===== src/rtl/ctu_map.svh =====
// Register offsets, field positions, reset values and counts of the timer unit
// Assumes an 8-bit internal data bus with a byte address
`ifndef CTU_MAP_SVH
`define CTU_MAP_SVH

`define CTU_OFS_FLAGS 8'h08
`define CTU_OFS_IRQ_EN 8'h09
`define CTU_OFS_CTRL_ONE 8'h0A
`define CTU_OFS_CTRL_TWO 8'h0B
`define CTU_OFS_TA_STATUS 8'h0C
`define CTU_OFS_CNT_BASE 8'h20

`define CTU_CTRL_ONE_RESET 8'h00
`define CTU_CTRL_ONE_MASK 8'h4F
`define CTU_CTRL_TWO_RESET 8'h00
`define CTU_CTRL_TWO_MASK 8'h3F
`define CTU_IRQ_EN_RESET 8'h00
`define CTU_IRQ_EN_MASK 8'h30
`define CTU_BYTE_ZERO 8'h00
`define CTU_BYTE_ONE 8'h01

`define CTU_BIT_MON_LOAD 0
`define CTU_BIT_TA_IRQ_EN 6
`define CTU_BIT_T1_RUN 0
`define CTU_BIT_T1_SRC 1
`define CTU_BIT_T1_PRESC 2
`define CTU_BIT_T2_RUN 3
`define CTU_BIT_T2_SRC 4
`define CTU_BIT_T2_PRESC 5
`define CTU_BIT_T1_FLAG 4
`define CTU_BIT_T2_FLAG 5
`define CTU_BIT_TA_FLAG 0

`define CTU_IDX_T1 0
`define CTU_IDX_T2 1
`define CTU_IDX_TA 2
`define CTU_IDX_TM 3
`define CTU_NUM_TIMERS 4

`define CTU_RESET_PULSE_CYCLES 2'd2
`define CTU_PULSE_CNT_ZERO 2'd0
`define CTU_PULSE_CNT_STEP 2'd1

`endif


===== src/rtl/ctu_pkg.sv =====
// Types shared by the cascaded timer unit
// Constants live in ctu_map.svh
package ctu_pkg;
	typedef logic [7:0] ctu_byte_type;
	typedef enum logic [2:0]
	{
		MON_IDLE = 3'b001,
		MON_ARMED = 3'b010,
		MON_PULSE = 3'b100
	} ctu_mon_state_type;
endpackage


===== src/rtl/ctu_timer_channel.sv =====
// One timer: low and high down-counters with their reload latches
// Assumes single-cycle tick, write and reload pulses from the unit
`timescale 1ns/1ps
`include "ctu_map.svh"
module ctu_timer_channel #(
	parameter bit RELOAD_ON_HIGH = 1'b1
) (
	input wire logic sys_clk_i,
	input wire logic rst_n_i,
	input wire logic fall_tick_i,
	input wire logic rise_tick_i,
	input wire logic prescale_i,
	input wire logic wr_low_i,
	input wire logic wr_high_i,
	input wire logic reload_i,
	input wire ctu_pkg::ctu_byte_type wr_data_i,
	output ctu_pkg::ctu_byte_type low_cnt_o,
	output ctu_pkg::ctu_byte_type high_cnt_o,
	output logic timeout_o
);
	import ctu_pkg::*;

	ctu_byte_type low_latch;
	ctu_byte_type high_latch;
	ctu_byte_type next_low_latch;
	ctu_byte_type next_high_latch;
	ctu_byte_type next_low_cnt;
	ctu_byte_type next_high_cnt;
	logic next_timeout;
	logic expire;

	assign expire = rise_tick_i && (high_cnt_o == `CTU_BYTE_ZERO);

	always_comb
	begin
		next_low_latch = low_latch;
		next_high_latch = high_latch;
		next_low_cnt = low_cnt_o;
		next_high_cnt = high_cnt_o;
		next_timeout = 1'b0;
		if (wr_low_i)
			next_low_latch = wr_data_i; // RULE4
		if (wr_high_i)
		begin
			next_high_latch = wr_data_i;
			if (RELOAD_ON_HIGH)
			begin
				next_high_cnt = wr_data_i; // RULE10
				next_low_cnt = low_latch; // RULE10
			end
		end
		else if (reload_i)
		begin
			next_high_cnt = high_latch;
			next_low_cnt = low_latch;
		end
		else if (expire)
		begin
			next_timeout = 1'b1; // RULE7
			next_high_cnt = high_latch; // RULE9
			next_low_cnt = low_latch; // RULE9
		end
		else if (fall_tick_i)
		begin
			if (low_cnt_o == `CTU_BYTE_ZERO)
			begin
				next_high_cnt = high_cnt_o - `CTU_BYTE_ONE; // RULE6
				if (prescale_i)
					next_low_cnt = low_latch; // RULE2
				else
					next_low_cnt = low_cnt_o - `CTU_BYTE_ONE; // RULE1
			end
			else
				next_low_cnt = low_cnt_o - `CTU_BYTE_ONE; // RULE1
		end
	end

	always_ff @(posedge sys_clk_i or negedge rst_n_i)
	begin
		if (!rst_n_i)
		begin
			low_latch <= `CTU_BYTE_ZERO;
			high_latch <= `CTU_BYTE_ZERO;
			low_cnt_o <= `CTU_BYTE_ZERO;
			high_cnt_o <= `CTU_BYTE_ZERO;
			timeout_o <= 1'b0;
		end
		else
		begin
			low_latch <= next_low_latch;
			high_latch <= next_high_latch;
			low_cnt_o <= next_low_cnt;
			high_cnt_o <= next_high_cnt;
			timeout_o <= next_timeout;
		end
	end
endmodule


===== src/rtl/ctu_timer_unit.sv =====
// Cascaded timer unit: two general timers, timer A and the monitor timer
// Assumes single-cycle CPU strobes and a phase clock synchronous to sys_clk_i
//
// Behaviour
// RULE1 - Each timer-clock fall decrements the low counter
// RULE2 - Prescaler mode reloads low counter on a fall at low zero instead of wrapping
// RULE3 - Monitor timer always cascades, never prescales
// RULE4 - Low counter write only updates the low latch
// RULE5 - Counter reads return live counter values
// RULE6 - Timer-clock fall at low zero decrements high
// RULE7 - High zero on rise sets timer flags
// RULE8 - Monitor timeout pulls reset low two cycles
// RULE9 - Timeout reloads both counters from latches
// RULE10 - High write loads latch, reloads both counters except on the monitor timer
// RULE11 - Monitor idle until load bit first rises
// RULE12 - Load bit rise reloads monitor; fall ignored
// RULE13 - Control one bit six enables timer A interrupt
// RULE14 - Per-timer bit selects system or phase clock for the two general timers; timer A and monitor use phase
// RULE15 - Writing one pulses flag clear; zero ignored
// RULE16 - Timer A timeout raises gated interrupt request
`timescale 1ns/1ps
`include "ctu_map.svh"
module ctu_timer_unit (
	input wire logic sys_clk_i,
	input wire logic rst_n_i,
	input wire logic [7:0] cpu_addr_i,
	input wire ctu_pkg::ctu_byte_type cpu_wdata_i,
	input wire logic cpu_wr_i,
	input wire logic cpu_rd_i,
	input wire logic cpu_phase_clock_i,
	output ctu_pkg::ctu_byte_type cpu_rdata_o,
	output logic timer1_irq_o,
	output logic timer2_irq_o,
	output logic timer_a_irq_o,
	output logic chip_reset_pin_o,
	output logic chip_reset_pin_oe_o
);
	import ctu_pkg::*;

	localparam int NT = `CTU_NUM_TIMERS;

	logic rst_meta;
	logic rst_sync_n;
	logic phase_prev;
	logic phase_valid;
	logic phase_fall;
	logic phase_rise;

	ctu_byte_type ctrl_one;
	ctu_byte_type ctrl_two;
	ctu_byte_type irq_en;
	ctu_byte_type next_ctrl_one;
	ctu_byte_type next_ctrl_two;
	ctu_byte_type next_irq_en;
	logic t1_flag;
	logic t2_flag;
	logic ta_flag;
	logic next_t1_flag;
	logic next_t2_flag;
	logic next_ta_flag;
	logic next_t1_irq;
	logic next_t2_irq;
	logic next_ta_irq;
	ctu_byte_type next_rdata;
	logic mon_rise;

	ctu_mon_state_type mon_state;
	ctu_mon_state_type next_mon_state;
	logic [1:0] pulse_cnt;
	logic [1:0] next_pulse_cnt;

	logic [NT-1:0] src_clk;
	logic [NT-1:0] run;
	logic [NT-1:0] prescale;
	logic [NT-1:0] reload;
	logic [NT-1:0] timeout;
	ctu_byte_type low_cnt [NT];
	ctu_byte_type high_cnt [NT];

	// Reset release through two flops
	always_ff @(posedge sys_clk_i or negedge rst_n_i)
	begin
		if (!rst_n_i)
			{rst_sync_n, rst_meta} <= 2'b00;
		else
			{rst_sync_n, rst_meta} <= {rst_meta, 1'b1};
	end

	// Phase clock edges, none until a first sample is held
	always_ff @(posedge sys_clk_i or negedge rst_sync_n)
	begin
		if (!rst_sync_n)
			{phase_valid, phase_prev} <= 2'b00;
		else
			{phase_valid, phase_prev} <= {1'b1, cpu_phase_clock_i};
	end

	assign phase_fall = phase_valid && phase_prev && !cpu_phase_clock_i;
	assign phase_rise = phase_valid && !phase_prev && cpu_phase_clock_i;

	// Per-timer configuration
	assign src_clk[`CTU_IDX_T1] = ctrl_two[`CTU_BIT_T1_SRC]; // RULE14
	assign src_clk[`CTU_IDX_T2] = ctrl_two[`CTU_BIT_T2_SRC]; // RULE14
	assign src_clk[`CTU_IDX_TA] = 1'b0;
	assign src_clk[`CTU_IDX_TM] = 1'b0;
	assign run[`CTU_IDX_T1] = ctrl_two[`CTU_BIT_T1_RUN];
	assign run[`CTU_IDX_T2] = ctrl_two[`CTU_BIT_T2_RUN];
	assign run[`CTU_IDX_TA] = 1'b1;
	assign run[`CTU_IDX_TM] = (mon_state == MON_ARMED); // RULE11
	assign prescale[`CTU_IDX_T1] = ctrl_two[`CTU_BIT_T1_PRESC]; // RULE2
	assign prescale[`CTU_IDX_T2] = ctrl_two[`CTU_BIT_T2_PRESC]; // RULE2
	assign prescale[`CTU_IDX_TA] = 1'b0;
	assign prescale[`CTU_IDX_TM] = 1'b0; // RULE3
	assign reload[`CTU_IDX_T1] = 1'b0;
	assign reload[`CTU_IDX_T2] = 1'b0;
	assign reload[`CTU_IDX_TA] = 1'b0;
	assign reload[`CTU_IDX_TM] = mon_rise; // RULE12

	// Load bit edge from a write to control one
	assign mon_rise = cpu_wr_i && (cpu_addr_i == `CTU_OFS_CTRL_ONE)
		&& cpu_wdata_i[`CTU_BIT_MON_LOAD] && !ctrl_one[`CTU_BIT_MON_LOAD];

	genvar i;
	generate
		for (i = 0; i < NT; i++)
		begin : g_timer
			logic tick_fall;
			logic tick_rise;
			logic wr_low;
			logic wr_high;
			assign tick_fall = run[i] && (src_clk[i] || phase_fall);
			assign tick_rise = run[i] && (src_clk[i] || phase_rise);
			assign wr_low = cpu_wr_i
				&& (cpu_addr_i == `CTU_OFS_CNT_BASE + 8'(2 * i));
			assign wr_high = cpu_wr_i
				&& (cpu_addr_i == `CTU_OFS_CNT_BASE + 8'(2 * i + 1));
			ctu_timer_channel #(
				.RELOAD_ON_HIGH(i != `CTU_IDX_TM)
			) u_chan (
				.sys_clk_i(sys_clk_i),
				.rst_n_i(rst_sync_n),
				.fall_tick_i(tick_fall),
				.rise_tick_i(tick_rise),
				.prescale_i(prescale[i]),
				.wr_low_i(wr_low),
				.wr_high_i(wr_high),
				.reload_i(reload[i]),
				.wr_data_i(cpu_wdata_i),
				.low_cnt_o(low_cnt[i]),
				.high_cnt_o(high_cnt[i]),
				.timeout_o(timeout[i])
			);
		end
	endgenerate

	// Registers, flags, read port
	always_comb
	begin
		logic clr_flags;
		logic clr_ta;
		clr_flags = cpu_wr_i && (cpu_addr_i == `CTU_OFS_FLAGS);
		clr_ta = cpu_wr_i && (cpu_addr_i == `CTU_OFS_TA_STATUS);
		next_ctrl_one = ctrl_one;
		next_ctrl_two = ctrl_two;
		next_irq_en = irq_en;
		next_rdata = cpu_rdata_o;
		if (cpu_wr_i)
		begin
			unique case (cpu_addr_i)
				`CTU_OFS_CTRL_ONE:
					next_ctrl_one = cpu_wdata_i & `CTU_CTRL_ONE_MASK;
				`CTU_OFS_CTRL_TWO:
					next_ctrl_two = cpu_wdata_i & `CTU_CTRL_TWO_MASK;
				`CTU_OFS_IRQ_EN:
					next_irq_en = cpu_wdata_i & `CTU_IRQ_EN_MASK;
				default:
					next_irq_en = irq_en;
			endcase
		end
		// Set wins over a clear in the same cycle
		next_t1_flag = (t1_flag && !(clr_flags
			&& cpu_wdata_i[`CTU_BIT_T1_FLAG])) || timeout[`CTU_IDX_T1]; // RULE15
		next_t2_flag = (t2_flag && !(clr_flags
			&& cpu_wdata_i[`CTU_BIT_T2_FLAG])) || timeout[`CTU_IDX_T2]; // RULE15
		next_ta_flag = (ta_flag && !(clr_ta
			&& cpu_wdata_i[`CTU_BIT_TA_FLAG])) || timeout[`CTU_IDX_TA]; // RULE16
		next_t1_irq = next_t1_flag && next_irq_en[`CTU_BIT_T1_FLAG]; // RULE7
		next_t2_irq = next_t2_flag && next_irq_en[`CTU_BIT_T2_FLAG]; // RULE7
		next_ta_irq = next_ta_flag
			&& next_ctrl_one[`CTU_BIT_TA_IRQ_EN]; // RULE13
		if (cpu_rd_i)
		begin
			next_rdata = `CTU_BYTE_ZERO;
			unique case (cpu_addr_i)
				`CTU_OFS_CTRL_ONE: next_rdata = ctrl_one;
				`CTU_OFS_CTRL_TWO: next_rdata = ctrl_two;
				`CTU_OFS_IRQ_EN: next_rdata = irq_en;
				`CTU_OFS_FLAGS:
				begin
					next_rdata[`CTU_BIT_T1_FLAG] = t1_flag;
					next_rdata[`CTU_BIT_T2_FLAG] = t2_flag;
				end
				`CTU_OFS_TA_STATUS: next_rdata[`CTU_BIT_TA_FLAG] = ta_flag;
				default:
				begin
					for (int k = 0; k < NT; k++)
					begin
						if (cpu_addr_i == `CTU_OFS_CNT_BASE + 8'(2 * k))
							next_rdata = low_cnt[k]; // RULE5
						if (cpu_addr_i == `CTU_OFS_CNT_BASE + 8'(2 * k + 1))
							next_rdata = high_cnt[k]; // RULE5
					end
				end
			endcase
		end
	end

	always_ff @(posedge sys_clk_i or negedge rst_sync_n)
	begin
		if (!rst_sync_n)
		begin
			ctrl_one <= `CTU_CTRL_ONE_RESET;
			ctrl_two <= `CTU_CTRL_TWO_RESET;
			irq_en <= `CTU_IRQ_EN_RESET;
			t1_flag <= 1'b0;
			t2_flag <= 1'b0;
			ta_flag <= 1'b0;
			timer1_irq_o <= 1'b0;
			timer2_irq_o <= 1'b0;
			timer_a_irq_o <= 1'b0;
			cpu_rdata_o <= `CTU_BYTE_ZERO;
		end
		else
		begin
			ctrl_one <= next_ctrl_one;
			ctrl_two <= next_ctrl_two;
			irq_en <= next_irq_en;
			t1_flag <= next_t1_flag;
			t2_flag <= next_t2_flag;
			ta_flag <= next_ta_flag;
			timer1_irq_o <= next_t1_irq;
			timer2_irq_o <= next_t2_irq;
			timer_a_irq_o <= next_ta_irq;
			cpu_rdata_o <= next_rdata;
		end
	end

	// Monitor timer arming and restart pulse
	always_comb
	begin
		next_mon_state = mon_state;
		next_pulse_cnt = pulse_cnt;
		unique case (mon_state)
			MON_IDLE:
				if (mon_rise)
					next_mon_state = MON_ARMED; // RULE11
			MON_ARMED:
				if (timeout[`CTU_IDX_TM])
				begin
					next_mon_state = MON_PULSE; // RULE8
					next_pulse_cnt = `CTU_PULSE_CNT_ZERO;
				end
			MON_PULSE:
			begin
				next_pulse_cnt = pulse_cnt + `CTU_PULSE_CNT_STEP;
				if (pulse_cnt == `CTU_RESET_PULSE_CYCLES
					- `CTU_PULSE_CNT_STEP)
					next_mon_state = MON_IDLE; // RULE8
			end
		endcase
	end

	always_ff @(posedge sys_clk_i or negedge rst_sync_n)
	begin
		if (!rst_sync_n)
		begin
			mon_state <= MON_IDLE;
			pulse_cnt <= `CTU_PULSE_CNT_ZERO;
			chip_reset_pin_o <= 1'b0;
			chip_reset_pin_oe_o <= 1'b0;
		end
		else
		begin
			mon_state <= next_mon_state;
			pulse_cnt <= next_pulse_cnt;
			chip_reset_pin_o <= 1'b0;
			chip_reset_pin_oe_o <= (next_mon_state == MON_PULSE); // RULE8
		end
	end
endmodule


===== config.mk =====
export PLATFORM = sky130hd
export DESIGN_NAME = ctu_timer_unit
export DESIGN_NICKNAME = d
export VERILOG_FILES = /design/src/rtl/ctu_pkg.sv /design/src/rtl/ctu_timer_channel.sv /design/src/rtl/ctu_timer_unit.sv
export VERILOG_INCLUDE_DIRS = /design/src /design/src/rtl
export SDC_FILE = /design/constraint.sdc
export NUM_CORES = 1
export LEC_CHECK = 0
export BUFFER_PORTS_ARGS = -buffer_cell sky130_fd_sc_hd__buf_2
export CORE_AREA = 2 2 130 132
export CTS_BUF_LIST = sky130_fd_sc_hd__clkbuf_8
export DETAILED_ROUTE_END_ITERATION = 16
export DIE_AREA = 0 0 132 134
export GPL_TIMING_DRIVEN = 0
export HOLD_SLACK_MARGIN = 0.1
export PLACE_DENSITY = 0.84
export RECOVER_POWER = 25
export SYNTH_ARGS = -nofsm -noshare
export SYNTH_HDL_FRONTEND = slang
export SYNTH_SLANG_ARGS = --single-unit

===== constraint.sdc =====
create_clock -name sys_clk_i -period 4.95 [get_ports sys_clk_i]
set_clock_uncertainty 0.2 [all_clocks]
set_input_delay 0.495 -clock sys_clk_i [delete_from_list [all_inputs] [get_ports sys_clk_i]]
set_output_delay 0.495 -clock sys_clk_i [all_outputs]
set_load 0.1 [all_outputs]

==> flow_metrics.py <==
metrics = {
    "run_status": {
        "outcome": "complete, but fails checks",
        "violations": "capacitance limit, slew limit",
    },
    "power": {
        "total_power_mw": 3.253,
        "vdd_drop_max_uv": 187.1,
        "power_density_nw_per_um2": 320.0,
        "p_leak_nw": 4.781,
    },
    "synth": {
        "ys_seq_area_share_pct": 45.69,
        "synthCells": 935,
        "synth_top_area_share_pct": 45.41,
        "synth_seq_cells": 169,
        "synth.area.top_cells": "dfrtp_1 (45%), mux2_2 (6.1%), nand2_1 (5.4%)",
        "yosysMostFrequentCell": "dfrtp_1",
        "synth-main-ff-cell": "dfrtp_1",
        "synth_common_cells": "dfrtp_1 (168), nand2_1 (133), nor2_1 (71)",
        "ys_types": 79,
        "yosysWarnings": 0,
        "postSynth.asyncResetShare_pct": 100.0,
        "synth_area_um2": 9259,
        "synth_top_cell_by_area": "dfrtp_1",
        "synth_edf_count": 0,
        "avgSynthCellArea_um2": 9.903,
    },
    "finish": {
        "insertedDiodeCount": 0,
        "fin_nets": 1023,
        "fin_area_um2": 10160,
        "utilization_pct": 62.39,
        "area_growth_pct": 9.770,
        "instances_no_fill": 1220,
        "drive_gt1_share_pct": 17.60,
    },
    "floorplan": {
        "die_w_um": 132,
        "pin_count": 34,
        "rows": 47,
        "core-area_um2": 16290,
        "die_y_um": 134,
        "initial_core_util_pct": 56.84,
        "die_area_um2": 17690,
    },
    "drt": {
        "wl_mm": 25.15,
        "drc": 0,
        "wl_per_cell_um": 20.62,
        "ant_nets": 0,
        "firstDrtPassIters": 6,
        "drt_first_iter_violations": 992,
        "via_per_inst": 6.415,
        "vias": 7826,
    },
    "worst_setup_path": {
        "worstPathMaxFanout": 10,
        "cp-start-kind": "primary input",
        "worstPathArrival_ns": 3.04,
        "reg2regPathDepth": 10,
        "critPathKind": "in2reg",
        "endpoint_kind": "flip-flop",
        "r2r_slack_ns": 2.27,
        "required_ns": 5.12,
        "rr_startpoint": "g_timer[2].u_chan.high_cnt_o[0]$_DFFE_PN0P_",
        "reg2reg_to": "g_timer[2].u_chan.low_cnt_o[6]$_DFFE_PN0P_",
    },
    "hold_path": {
        "hp-class": "in2async",
    },
    "clock_network": {
        "clk_path_buf_depth": 2,
        "insertion_delay_ns": 0.49,
        "clock-sinks": 169,
        "cts_inserted_buffers": 17,
        "cts_tree": "done",
        "htree_levels": 4,
        "clkTransAtPathRegs_ns": 0.10,
        "root_buffer": "clkbuf_8",
    },
    "placed_design": {
        "gp_congestion": 0.9693,
        "io_buffers": 29,
        "placed_area_um2": 9742,
        "dp_cells": 1187,
        "dpl.hpwl_mm": 17.66,
        "place_ws_ns": 2.031,
    },
    "timing": {
        "grt_setup_unrepaired": "false",
        "maxSlewViolCount": 56,
        "relSlewSlack_pct": -56.71,
        "hold_viol": 0,
        "fin_crit_ns": 2.867,
        "setup_violations": 0,
        "timing.fmax_mhz": 348.8,
        "hold_ws_ns": 0.1211,
        "worstMarginPinSlew_ns": 2.351,
        "fin_setup_tns_ns": 0,
        "final.setup.worst_slack_ns": 2.083,
        "period_share_pct": 57.93,
    },
    "global_route": {
        "track_usage_pct": 29.36,
        "grt_max_degree": 63,
        "grt_pass1_wl_mm": 40.25,
        "antenna_found_initial": 0,
        "grt_overflow": 0,
        "grt_pass1_vias": 7272,
    },
    "job": {
        "drv_cap": 1,
    },
}
## power breakdown
group	total [mW]	internal (mW)	switching, mW
clock	1.03	0.499	0.534
sequential	1.66	1.50	0.165
combinational	0.557	0.239	0.317
total	3.25	2.24	1.02
## cells by family after synthesis
logic type,Yosys count,synth area share [%]
muxes,88,12.15
buffers and inverters,80,3.757
adders and majority gates,14,1.892
and+or+nand+nor,365,20.61
other,2,0.08111
AOI/OAI and AO/OA,202,14.41
DFF,169,45.69
xor gates and xnor gates,15,1.419
## cell type report
type                            count  area, um2
Sequential cell                   169       4230
Multi-Input combinational cell    687       4684
Fill cell                        1323       6126
Buffer                             49      231.5
Clock buffer                       17      234.0
Timing Repair Buffer               33      217.7
Tap cell                          220      275.3
Inverter                           31      116.4
Clock inverter                     14      173.9
## routing by layer
| metal | up-vias | GRT usage, % | routed length, um |
|---|---|---|---|
| li1 | 3506 | - | - |
| met1 | 3804 | 42.62 | 10800 |
| met2 | 439 | 43.17 | 11000 |
| met3 | 77 | 6.047 | 2375 |
| met4 | 0 | 12.32 | 976 |
| met5 | - | 0 | 0 |
## flip-flops by register name, summed over array words and instances (netlist names)
name / count
chip_reset_pin_oe_o: 1
cpu_rdata_o: 8
ctrl_one: 5
ctrl_two: 6
g_timer.u_chan.high_cnt_o: 32
g_timer.u_chan.high_latch: 32
g_timer.u_chan.low_cnt_o: 32
g_timer.u_chan.low_latch: 32
g_timer.u_chan.timeout_o: 4
irq_en: 2
mon_state: 3
phase_prev: 1
phase_valid: 1
pulse_cnt: 2
rst_meta: 1
rst_sync_n: 1
t1_flag: 1
t2_flag: 1
ta_flag: 1
timer1_irq_o: 1
timer2_irq_o: 1
timer_a_irq_o: 1
## worst max-delay path, cell delays in order
cell and delay (ns):
dlygate4sd3_1 0.53, clkbuf_1 0.14, and3b_1 0.46, buf_2 0.38
nand4_1 0.35, nor4_1 0.44, a21o_1 0.17, o21ai_1 0.06
## worst max-delay path by stage
| stage | from | to | slack (ns) | depth (start not counted) |
|---|---|---|---|---|
| after floorplan | rst_sync_n$_DFF_PN0_ | chip_reset_pin_oe_o$_DFF_PN0_ | 1.96 | 0 |
| after global routing | rst_sync_n$_DFF_PN0_ | g_timer[3].u_chan.low_latch[4]$_DFFE_PN0P_ | 1.84 | 0 |
| after global placement | rst_sync_n$_DFF_PN0_ | g_timer[0].u_chan.high_latch[4]$_DFFE_PN0P_ | 0.98 | 0 |
| final | cpu_phase_clock_i | g_timer[2].u_chan.high_cnt_o[7]$_DFFE_PN0P_ | 2.08 | 8 |
| after CTS | cpu_phase_clock_i | g_timer[2].u_chan.high_cnt_o[7]$_DFFE_PN0P_ | 2.18 | 8 |
| after detailed placement | cpu_addr_i[4] | g_timer[1].u_chan.high_cnt_o[3]$_DFFE_PN0P_ | 2.03 | 7 |
## placed cells by master, fill, tap and decap left out, drive strengths merged, types with 5 or more instances in the layout
master   instances
dfrtp          168
nand2          135
nor2            72
buf             54
mux2            52
a21oi           47
o21ai           46
clkbuf          43
inv             34
nand3           29
mux2i           22
nand4           15
nor3            15
mux4            14
ha              14
nor4            14
a22oi           13
o22ai           12
a21o            11
nor3b           11
or3             10
a31oi           10
and2            10
xnor2            9
and3             8
a2bb2oi          8
o2bb2ai          8
nor4b            8
o211ai           7
a22o             7
o2111ai          7
nand3b           6
xor2             6
nor2b            5
and3b            5
nand2b           5
o21a             5
## repair_timing
item                                    in CTS  in global routing
hold endpoints to repair                     3                  0
hold buffers                                 2                  0
endpoints found under the setup margin       0                  0
gates resized for setup                      0                  0
buffers inserted                             0                  0
Note: power is estimated with default switching activity, not from simulation.
